===== src/shared/addsub_pkg.sv =====
// Purpose: constants and types for the add/subtract/compare unit
// Assumes: 16-bit instruction word, opcode in bits 15:8
// Notes: register port is AXI4-Lite, 32-bit data
package addsub_pkg;
	localparam logic [7:0] OP_SUM_NO_FLAGS_I4 = 8'hA0;
	localparam logic [7:0] OP_SUM_NO_FLAGS_N4 = 8'hA1;
	localparam logic [7:0] OP_SUM_NO_FLAGS_RR = 8'hA2;
	localparam logic [7:0] OP_ADD_I4 = 8'hA4;
	localparam logic [7:0] OP_ADD_N4 = 8'hA5;
	localparam logic [7:0] OP_ADD_RR = 8'hA6;
	localparam logic [7:0] OP_SUM_WITH_CARRY_IN_RR = 8'hA7;
	localparam logic [7:0] OP_CMP_I4 = 8'hA8;
	localparam logic [7:0] OP_CMP_N4 = 8'hA9;
	localparam logic [7:0] OP_CMP_RR = 8'hAA;
	localparam logic [7:0] OP_SUB_RR = 8'hAC;
	localparam logic [7:0] OP_DIFFERENCE_WITH_BORROW_RR = 8'hAD;
	localparam logic [7:0] OP_DIFFERENCE_NO_FLAGS_RR = 8'hAE;
	localparam logic [7:0] OP_MDREG_HI = 8'hB7;
	// Register byte addresses
	localparam logic [7:0] ADDR_INSTR = 8'h00;
	localparam logic [7:0] ADDR_STATUS = 8'h04;
	localparam logic [7:0] ADDR_FLAGS = 8'h08;
	localparam logic [7:0] ADDR_RESULT = 8'h0C;
	localparam logic [7:0] ADDR_HAZARD = 8'h10;
	localparam logic [7:0] ADDR_REGS = 8'h40;
	localparam logic [3:0] REG_FRAME = 4'h4;
	localparam logic [3:0] REG_THIRTEEN = 4'hD;
	localparam logic [3:0] REG_STACK = 4'hF;
	localparam int FLAG_N = 3;
	localparam int FLAG_Z = 2;
	localparam int FLAG_V = 1;
	localparam int FLAG_C = 0;
	localparam logic [1:0] RESP_OKAY = 2'b00;
	localparam logic [1:0] RESP_SLVERR = 2'b10;
	localparam logic [3:0] FLAGS_RST = 4'h0;
	localparam logic [2:0] EXTRA_STALL = 3'd1;
	localparam logic [2:0] LOAD_STALL = 3'd1;

	typedef enum logic [1:0] {
		ST_IDLE = 2'b00,
		ST_EXEC = 2'b01,
		ST_STALL = 2'b11
	} exec_state_t;

	typedef struct packed {
		logic [1:0] ext; // 0 register, 1 zero-ext, 2 extended with ones
		logic sub;
		logic use_c;
		logic wr_dst;
		logic wr_flags;
		logic valid;
	} op_ctrl_t;

	typedef struct packed {
		logic ld_pending; // last executed was a load toward ld_reg
		logic [3:0] ld_reg;
		logic sp_hazard;
		logic md_hazard;
	} hazard_t;
endpackage


===== src/rtl/add_sub_compare_unit.sv =====
// Purpose: add, subtract and compare execution with interlock timing
// Assumes: instruction words arrive by AXI4-Lite writes
// Notes: register file is local flip-flops, visible over the bus
`timescale 1ns/10ps
module add_sub_compare_unit (
	input wire logic aclk,
	input wire logic aresetn,
	input wire logic [7:0] s_axi_awaddr,
	input wire logic s_axi_awvalid,
	output logic s_axi_awready,
	input wire logic [31:0] s_axi_wdata,
	input wire logic [3:0] s_axi_wstrb,
	input wire logic s_axi_wvalid,
	output logic s_axi_wready,
	output logic [1:0] s_axi_bresp,
	output logic s_axi_bvalid,
	input wire logic s_axi_bready,
	input wire logic [7:0] s_axi_araddr,
	input wire logic s_axi_arvalid,
	output logic s_axi_arready,
	output logic [31:0] s_axi_rdata,
	output logic [1:0] s_axi_rresp,
	output logic s_axi_rvalid,
	input wire logic s_axi_rready,
	output logic [4:0] imm_s5,
	output logic [31:0] imm_s10,
	output logic [31:0] disp_u6,
	output logic [31:0] dir_addr10,
	output logic [31:0] branch_off9,
	output logic [31:0] postinc_addr,
	input wire logic mem_ready,
	output logic busy
);
	import addsub_pkg::*;

	// ------------------------------------------------------------
	// State
	// ------------------------------------------------------------
	typedef struct packed {
		logic [15:0][31:0] regs;
		logic [3:0] flags;
		logic [31:0] result;
		exec_state_t st;
		logic [15:0] instr;
		logic [2:0] stall_cnt;
		logic [2:0] extra_cnt;
		hazard_t hz;
		logic [7:0] hz_in; // unused; the software-written next-instruction hints land in hz
		logic mem_wait;
		logic aw_got;
		logic w_got;
		logic [7:0] aw_addr;
		logic [31:0] w_data;
		logic [3:0] w_strb;
		logic bvalid;
		logic [1:0] bresp;
		logic rvalid;
		logic [31:0] rdata;
		logic [1:0] rresp;
		logic [31:0] cycles;
		logic [31:0] postinc;
	} unit_state_t;

	unit_state_t s_q;
	unit_state_t s_d;

	// ------------------------------------------------------------
	// Decode helpers
	// ------------------------------------------------------------
	function automatic op_ctrl_t decode(input logic [7:0] op);
		op_ctrl_t c;
		c = '0;
		c.valid = 1'b1;
		case (op)
			OP_ADD_RR: begin c.wr_dst = 1'b1; c.wr_flags = 1'b1; end
			OP_ADD_I4: begin c.ext = 2'd1; c.wr_dst = 1'b1; c.wr_flags = 1'b1; end
			OP_ADD_N4: begin c.ext = 2'd2; c.wr_dst = 1'b1; c.wr_flags = 1'b1; end
			OP_SUM_WITH_CARRY_IN_RR: begin c.use_c = 1'b1; c.wr_dst = 1'b1; c.wr_flags = 1'b1; end
			OP_SUM_NO_FLAGS_RR: begin c.wr_dst = 1'b1; end
			OP_SUM_NO_FLAGS_I4: begin c.ext = 2'd1; c.wr_dst = 1'b1; end
			OP_SUM_NO_FLAGS_N4: begin c.ext = 2'd2; c.wr_dst = 1'b1; end
			OP_SUB_RR: begin c.sub = 1'b1; c.wr_dst = 1'b1; c.wr_flags = 1'b1; end
			OP_DIFFERENCE_NO_FLAGS_RR: begin c.sub = 1'b1; c.wr_dst = 1'b1; end
			OP_DIFFERENCE_WITH_BORROW_RR: begin
				c.sub = 1'b1;
				c.use_c = 1'b1;
				c.wr_dst = 1'b1;
				c.wr_flags = 1'b1;
			end
			OP_CMP_RR: begin c.sub = 1'b1; c.wr_flags = 1'b1; end
			OP_CMP_I4: begin c.sub = 1'b1; c.ext = 2'd1; c.wr_flags = 1'b1; end
			OP_CMP_N4: begin c.sub = 1'b1; c.ext = 2'd2; c.wr_flags = 1'b1; end
			OP_MDREG_HI: begin c.wr_dst = 1'b1; end
			default: c.valid = 1'b0;
		endcase
		return c;
	endfunction

	// Negative 4-bit immediates: field extended with ones, range -16..-1
	function automatic logic [31:0] ext_imm(input logic [1:0] ext, input logic [3:0] f);
		if (ext == 2'd2) begin
			return {28'hFFF_FFFF, f};
		end
		return {28'h000_0000, f};
	endfunction

	// ------------------------------------------------------------
	// Operand ranges for the decoder side
	// ------------------------------------------------------------
	always_comb begin
		imm_s5 = s_q.instr[8:4];
		imm_s10 = {{22{s_q.instr[7]}}, s_q.instr[7:0], 2'b00};
		disp_u6 = {26'h000_0000, s_q.instr[7:4], 2'b00};
		dir_addr10 = {22'h00_0000, s_q.instr[7:0], 2'b00};
		branch_off9 = {{23{s_q.instr[7]}}, s_q.instr[7:0], 1'b0};
		postinc_addr = s_q.postinc;
	end

	// ------------------------------------------------------------
	// Datapath and sequencing
	// ------------------------------------------------------------
	op_ctrl_t ctl;
	logic [3:0] dst_idx;
	logic [3:0] src_idx;
	logic [31:0] a_op;
	logic [31:0] b_op;
	logic [32:0] sum;
	logic [31:0] res;
	logic ld_hit;
	logic [2:0] stall_need;
	logic wr_fire;
	logic rd_fire;
	logic finish;

	always_comb begin
		s_d = s_q;
		ctl = decode(s_q.instr[15:8]);
		dst_idx = s_q.instr[3:0];
		src_idx = s_q.instr[7:4];
		if (s_q.instr[15:8] == OP_MDREG_HI) begin
			dst_idx = REG_THIRTEEN;
		end
		a_op = s_q.regs[dst_idx];
		b_op = (ctl.ext == 2'd0) ? s_q.regs[src_idx] : ext_imm(ctl.ext, s_q.instr[7:4]);
		if (ctl.sub) begin
			sum = {1'b0, a_op} + {1'b0, ~b_op} + {32'h0000_0000, ~(ctl.use_c & s_q.flags[FLAG_C])};
		end else begin
			sum = {1'b0, a_op} + {1'b0, b_op} + {32'h0000_0000, ctl.use_c & s_q.flags[FLAG_C]};
		end
		res = sum[31:0];
		ld_hit = s_q.hz.ld_pending && (s_q.hz.ld_reg == src_idx || s_q.hz.ld_reg == dst_idx);
		stall_need = 3'd0;
		if (ld_hit) begin
			stall_need = LOAD_STALL;
		end else if (s_q.hz.sp_hazard || s_q.hz.md_hazard) begin
			stall_need = EXTRA_STALL;
		end
		wr_fire = s_q.aw_got && s_q.w_got && !s_q.bvalid;
		rd_fire = s_axi_arvalid && !s_q.rvalid;
		finish = 1'b0;
		// Busy cycle count, stalls and ready waits included
		if (s_q.st != ST_IDLE) begin
			s_d.cycles = s_q.cycles + 32'h0000_0001;
		end
		case (s_q.st)
			ST_IDLE: begin
				if (wr_fire && s_q.aw_addr == ADDR_INSTR) begin
					s_d.st = ST_EXEC;
				end
			end
			ST_EXEC: begin
				// Cycle that spots the hazard is the first of two, not an extra one
				if (stall_need != 3'd0) begin
					s_d.stall_cnt = stall_need;
					s_d.st = ST_STALL;
				end else if (!mem_ready) begin
					s_d.mem_wait = 1'b1;
				end else begin
					finish = 1'b1;
				end
			end
			ST_STALL: begin
				if (s_q.stall_cnt > 3'd1) begin
					s_d.stall_cnt = s_q.stall_cnt - 3'd1;
				end else if (!mem_ready) begin
					s_d.mem_wait = 1'b1;
				end else begin
					finish = 1'b1;
				end
			end
			default: s_d.st = ST_IDLE;
		endcase
		// Completion, shared by plain and interlocked instructions
		if (finish) begin
			s_d.mem_wait = 1'b0;
			s_d.stall_cnt = 3'd0;
			s_d.result = res;
			if (ctl.valid && ctl.wr_dst) begin
				s_d.regs[dst_idx] = res;
			end
			if (ctl.valid && ctl.wr_flags) begin
				s_d.flags[FLAG_N] = res[31];
				s_d.flags[FLAG_Z] = (res == 32'h0000_0000);
				s_d.flags[FLAG_V] = (a_op[31] ^ b_op[31] ^ ~ctl.sub) & (a_op[31] ^ res[31]);
				s_d.flags[FLAG_C] = ctl.sub ? ~sum[32] : sum[32];
			end
			s_d.postinc = s_q.regs[dst_idx];
			s_d.hz = '0;
			s_d.st = ST_IDLE;
		end
		// Write channel: address and data taken in either order
		if (s_axi_awvalid && !s_q.aw_got) begin
			s_d.aw_got = 1'b1;
			s_d.aw_addr = s_axi_awaddr;
		end
		if (s_axi_wvalid && !s_q.w_got) begin
			s_d.w_got = 1'b1;
			s_d.w_data = s_axi_wdata;
			s_d.w_strb = s_axi_wstrb;
		end
		if (wr_fire) begin
			s_d.aw_got = 1'b0;
			s_d.w_got = 1'b0;
			s_d.bvalid = 1'b1;
			s_d.bresp = RESP_OKAY;
			if (s_q.aw_addr == ADDR_INSTR) begin
				if (s_q.st == ST_IDLE) begin
					s_d.instr = s_q.w_data[15:0];
				end else begin
					s_d.bresp = RESP_SLVERR;
				end
			end else if (s_q.aw_addr == ADDR_FLAGS) begin
				s_d.flags = s_q.w_data[3:0];
			end else if (s_q.aw_addr == ADDR_HAZARD) begin
				s_d.hz.ld_pending = s_q.w_data[0];
				s_d.hz.ld_reg = s_q.w_data[7:4];
				s_d.hz.sp_hazard = s_q.w_data[1];
				s_d.hz.md_hazard = s_q.w_data[2];
			end else if (s_q.aw_addr >= ADDR_REGS && s_q.aw_addr[1:0] == 2'b00) begin
				s_d.regs[s_q.aw_addr[5:2]] = s_q.w_data;
			end else if (s_q.aw_addr != ADDR_STATUS && s_q.aw_addr != ADDR_RESULT) begin
				s_d.bresp = RESP_SLVERR;
			end
		end
		if (s_q.bvalid && s_axi_bready) begin
			s_d.bvalid = 1'b0;
		end
		if (rd_fire) begin
			s_d.rvalid = 1'b1;
			s_d.rresp = RESP_OKAY;
			if (s_axi_araddr == ADDR_INSTR) begin
				s_d.rdata = {16'h0000, s_q.instr};
			end else if (s_axi_araddr == ADDR_STATUS) begin
				s_d.rdata = {29'h0000_0000, s_q.mem_wait, s_q.st};
			end else if (s_axi_araddr == ADDR_FLAGS) begin
				s_d.rdata = {28'h000_0000, s_q.flags};
			end else if (s_axi_araddr == ADDR_RESULT) begin
				s_d.rdata = s_q.result;
			end else if (s_axi_araddr == ADDR_HAZARD) begin
				s_d.rdata = s_q.cycles;
			end else if (s_axi_araddr >= ADDR_REGS && s_axi_araddr[1:0] == 2'b00) begin
				s_d.rdata = s_q.regs[s_axi_araddr[5:2]];
			end else begin
				s_d.rdata = 32'h0000_0000;
				s_d.rresp = RESP_SLVERR;
			end
		end
		if (s_q.rvalid && s_axi_rready) begin
			s_d.rvalid = 1'b0;
		end
	end

	always_ff @(posedge aclk) begin
		if (!aresetn) begin
			s_q <= '0;
		end else begin
			s_q <= s_d;
		end
	end

	// ------------------------------------------------------------
	// Bus outputs
	// ------------------------------------------------------------
	always_comb begin
		s_axi_awready = !s_q.aw_got;
		s_axi_wready = !s_q.w_got;
		s_axi_bvalid = s_q.bvalid;
		s_axi_bresp = s_q.bresp;
		s_axi_arready = !s_q.rvalid;
		s_axi_rvalid = s_q.rvalid;
		s_axi_rdata = s_q.rdata;
		s_axi_rresp = s_q.rresp;
		busy = (s_q.st != ST_IDLE);
	end

	// ------------------------------------------------------------
	// Checks
	// ------------------------------------------------------------
	a_nf_keep: assert property (@(posedge aclk) disable iff (!aresetn)
		(s_q.st == ST_EXEC && mem_ready && s_q.stall_cnt == 3'd0 && !ctl.wr_flags
		&& stall_need == 3'd0) |=> $stable(s_q.flags))
		else $error("flags changed by flag-free op");
	a_cmp_nowrite: assert property (@(posedge aclk) disable iff (!aresetn)
		(s_q.st == ST_EXEC && ctl.valid && !ctl.wr_dst && stall_need == 3'd0
		&& !wr_fire) |=> $stable(s_q.regs))
		else $error("compare wrote a register");
	a_zero_flag: assert property (@(posedge aclk) disable iff (!aresetn)
		(s_q.st == ST_EXEC && mem_ready && ctl.wr_flags && stall_need == 3'd0 && !wr_fire)
		|=> (s_q.flags[FLAG_Z] == (s_q.result == 32'h0000_0000)))
		else $error("zero flag wrong");
	a_neg_flag: assert property (@(posedge aclk) disable iff (!aresetn)
		(s_q.st == ST_EXEC && mem_ready && ctl.wr_flags && stall_need == 3'd0 && !wr_fire)
		|=> (s_q.flags[FLAG_N] == s_q.result[31]))
		else $error("negative flag wrong");
	a_one_cycle: assert property (@(posedge aclk) disable iff (!aresetn)
		(s_q.st == ST_EXEC && mem_ready && stall_need == 3'd0) |=> s_q.st == ST_IDLE)
		else $error("plain op took more than one cycle");
	a_extra_stall: assert property (@(posedge aclk) disable iff (!aresetn)
		(s_q.st == ST_EXEC && !ld_hit && s_q.hz.sp_hazard)
		|=> s_q.st == ST_STALL ##1 (s_q.st == ST_IDLE || s_q.mem_wait))
		else $error("stack interlock not one extra cycle");
	a_md_stall: assert property (@(posedge aclk) disable iff (!aresetn)
		(s_q.st == ST_EXEC && !ld_hit && s_q.hz.md_hazard) |=> s_q.st == ST_STALL)
		else $error("result register interlock missing");
	a_load_stall: assert property (@(posedge aclk) disable iff (!aresetn)
		(s_q.st == ST_EXEC && ld_hit) |=> s_q.st == ST_STALL)
		else $error("load interlock missing");
	a_ready_wait: assert property (@(posedge aclk) disable iff (!aresetn)
		(s_q.st == ST_EXEC && stall_need == 3'd0 && !mem_ready) |=> s_q.st == ST_EXEC)
		else $error("completed without ready");
	a_imm_scale: assert property (@(posedge aclk) disable iff (!aresetn)
		imm_s10[1:0] == 2'b00 && $signed(imm_s10) >= -512 && $signed(imm_s10) <= 508)
		else $error("scaled immediate out of range");
	a_disp_range: assert property (@(posedge aclk) disable iff (!aresetn)
		disp_u6[1:0] == 2'b00 && disp_u6 <= 32'h0000_003C)
		else $error("stack displacement out of range");
	a_dir_range: assert property (@(posedge aclk) disable iff (!aresetn)
		dir_addr10[1:0] == 2'b00 && dir_addr10 <= 32'h0000_03FC)
		else $error("direct address out of range");
	// Alias op must land in register 13 whatever its low field says
	a_alias_dst: assert property (@(posedge aclk) disable iff (!aresetn)
		(s_q.st == ST_EXEC && s_q.instr[15:8] == OP_MDREG_HI && stall_need == 3'd0
		&& mem_ready && !wr_fire) |=> s_q.regs[REG_THIRTEEN] == s_q.result)
		else $error("alias op missed register 13");
	a_min_cycle: assert property (@(posedge aclk) disable iff (!aresetn)
		(s_q.st == ST_IDLE && wr_fire && s_q.aw_addr == ADDR_INSTR) |=> busy)
		else $error("instruction took no cycle");
endmodule // add_sub_compare_unit


===== config.mk =====
export PLATFORM = sky130hd
export DESIGN_NAME = add_sub_compare_unit
export DESIGN_NICKNAME = d
export VERILOG_FILES = /design/src/shared/addsub_pkg.sv /design/src/rtl/add_sub_compare_unit.sv
export SDC_FILE = /design/constraint.sdc
export NUM_CORES = 2
export LEC_CHECK = 0
export BUFFER_PORTS_ARGS = -buffer_cell sky130_fd_sc_hd__buf_2
export CAP_MARGIN = 10
export CORE_MARGIN = 3
export CORE_UTILIZATION = 40
export DETAILED_ROUTE_END_ITERATION = 7
export HOLD_SLACK_MARGIN = 0.12
export SYNTH_ARGS = -nofsm -noshare
export SYNTH_HDL_FRONTEND = slang
export SYNTH_SLANG_ARGS = --single-unit

===== constraint.sdc =====
create_clock -name aclk -period 5.7 [get_ports aclk]
set_input_delay 0.855 -clock aclk [delete_from_list [all_inputs] [get_ports aclk]]
set_output_delay 0.855 -clock aclk [all_outputs]
set_load 0.1 [all_outputs]

==> reports/metrics.cfg <==
[route]
drc=0
num_vias=51600
drtPass1Iterations=7
detail-route-antenna-nets=0
wl_per_cell_um=29.9
wirelength_um=233000
drt_iter0_markers=8093
vias_per_cell=6.64

[critical_path]
startpoint=branch_off9[2]
cp-start-kind=flop
cp_data_required_time_ps=6260
cp-end-kind=flop
regToRegEndpoint=s_q[638]
r2r-start=branch_off9[2]
worst_ep_arrival_time_ps=6170
r2r_cells=20
reg2reg_slack_ps=90
criticalPathCategory=flop to flop
crit_end=s_q[638]
crit_fanout=18

[yosys]
synth_area_mm2=0.0495
ys_ff_latch=719
ys_types=101
synth.avg_cell_area_um2=8.12
synth_simple_gate_area_share=0.182
yosys.area_share.adder=0.0180
synth.top_cell.area_share=0.291
synthArstFlopShare=0
synthTopCellsByArea=dfxtp_1, mux4_2, nand2_1, a21oi_1, nor2_1
synth_top_family_by_area=compound AO/OA/AOI/OAI gates
synth-compound-area-share=0.229
synthCells=6097
yosysWarnings=0
ys.flop_type=dfxtp_1
synth-xor-area-share=0.0104
yosys.area.top_type=dfxtp_1
muxShareOfSynthArea=0.182
synth_seq_area_share=0.291
synth_edf_count=0

[power]
p_int_w=0.00879
p_comb_frac=0.105
leakage_nw=20.2
p_total_w=0.0123
seqPwrFrac=0.421
cellPowerDensity_mw_per_mm2=218
clockPowerShare=0.474
power_switching_w=0.00350
swShare=0.285
ir_drop_uv=271

[finish]
layout_commonest_cell=nand2_1
drive_gt1_frac=0.215
final_cell_mix=nand2_1, dfxtp_1, nor2_1
final_core_util=0.462
area_growth_pct=14.1
nets=6210

[floorplan]
io_pins=267
fp.coreArea_mm2=0.122
dieHeight_um=358
die_w_um=358
initial_core_util=0.405
rows=128
dieArea_mm2=0.128

[sta]
fmax_mhz=178
finClkSkew_ps=59.3
finalSetupViolations=0
worst_pin_slew_ps=1370
fin_crit_sh=0.984
setup_tns_ps=0
slew_headroom=0.0836
drv_slew=0
hold_viol_final=0
min_period_ps=5610

[global_route]
grt_pass1_vias=47500
gr-total-overflow=0
track_usage=0.350
antenna_found_initial=21
grt_pass1_wl_um=332000
grt_max_degree=136

[clocking]
cts_buffers=86
cts_sinks=719
insertion_delay_ps=700
cts_htree_levels=3
cts.clk_slew.worst_paths_ps=60
hold_buffers=0
tritoncts=built
cts_buffer_depth=3
cts_root_buf=clkbuf_16

[min_path]
hold_path.class=input port to flop

[placement]
port_buffers=205
dp_hpwl_um=150000
place_congestion=0.971

[outcome]
status=complete, no violations

[job]
max_cap_violations=0

[Yosys cell counts (8+ instances only)]
library cell	n
nand4_1	18
o211ai_1	293
dfxtp_1	719
a222oi_1	16
a221oi_1	53
and3_1	21
mux2i_1	186
a21oi_1	472
clkbuf_1	501
a31oi_1	35
a311oi_1	59
nor3_1	131
buf_4	214
o21bai_1	9
nand2b_1	12
xnor2_1	25
o211a_1	65
o22ai_1	96
ha_1	65
a211oi_1	160
mux2_2	53
buf_2	64
nand3_1	69
or4_1	16
xor2_1	30
or3_1	143
nor2b_1	35
a21o_1	10
o21ai_0	304
nor4_1	13
o31ai_1	11
nand2_1	919
inv_1	80
o21a_1	8
nor2_1	625
and2_1	15
buf_1	63
a22oi_1	68
o21ai_1	8
or2_2	8
mux4_2	290
a211o_1	8
[metal layers]
layer / part of all wire / GRT usage / vias up
met3: 0.14 / 0.122 / 950
met5: 0.00045 / 0.00113 / -
met1: 0.36 / 0.438 / 24700
met4: 0.081 / 0.245 / 16
li1: - / - / 22000
met2: 0.41 / 0.502 / 3944
[worst max-delay path, stage by stage, from the launching register on]
cell and delay [ps]:
dfxtp_4 370, clkinv_2 310, buf_4 330, or3_1 370, o21ai_0 90, a221oi_1 100
or4_1 670, buf_4 210, fa_1 450, a21oi_2 270, o221ai_2 180, a41oi_2 320
o21ai_2 160, a21oi_1 280, buf_4 180, a21oi_1 70, buf_4 160, a221oi_4 320
buf_12 200, nand2_1 80, a311oi_2 290
[final cells by class]
cell class              count  area, um^2
fillers                 11800       65900
diodes                     11        27.5
well taps                1625        2030
flip-flops and latches    719       14400
clock inverters            34         462
repair buffers            688        5320
inverters                  82         317
multi-input cells        4504       31500
clock buffers             117        2440
[how the worst min path moves through the flow]
stage	startpoint	end	slack (ps)	cells past startpoint
after global routing	s_axi_rready	s_axi_rvalid	360	2
after floorplan	s_axi_rresp[1]	s_axi_rresp[1]	430	2
after CTS	s_axi_rready	s_axi_rvalid	320	2
after detailed placement	postinc_addr[17]	postinc_addr[17]	450	2
final	s_axi_rready	s_axi_rvalid	350	2
after global placement	postinc_addr[11]	postinc_addr[11]	440	2
[cell families after synthesis]
logic type / count (synthesis)
mux: 529
flops: 719
compound gates: 1724
buf+inv: 930
fa+ha+maj: 69
xor+xnor: 57
simple gates: 2068
other cells: 1
[timing repair]
| item | 4_1_cts | 5_1_grt |
|---|---|---|
| setup buffers | 0 | 11 |
| endpoints found under the setup margin | 98 | 274 |
| gates resized for setup | 12 | 50 |
| gates cloned | 0 | 2 |
| pin swaps | 0 | 10 |
[registers in the layout, indices dropped and copies added, names as in the netlist]
register      count
postinc_addr     32
s_axi_rdata      32
s_q             642
s_axi_rvalid      1
s_axi_bresp       1
s_axi_rresp       1
s_axi_bvalid      1
imm_s5            1
branch_off9       8
[per-stage QoR]
stage / cells / instance area [um^2] / hold slack [ps] / setup slack (ps)
3_5_place_dp: 7605 / 53200 / 447 / -276
3_3_place_gp: 7605 / 53200 / 442 / -336
5_1_grt: 7771 / 56500 / 356 / -10.4
2_1_floorplan: 6153 / 49700 / 432 / 114
4_1_cts: 7756 / 56100 / 321 / -13.0
6_report: 7780 / 56500 / 351 / 92.5
[power by group through the flow]
stage	sequential [W]	clock [W]	combinational, W
3_3_place_gp	0.00528	0	0.00123
4_1_cts	0.00517	0.00582	0.00124
2_1_floorplan	0.00520	0	0.000900
6_report	0.00518	0.00582	0.00129
5_1_grt	0.00518	0.00603	0.00134
3_5_place_dp	0.00528	0	0.00123
(Power assumes the default switching activity.)
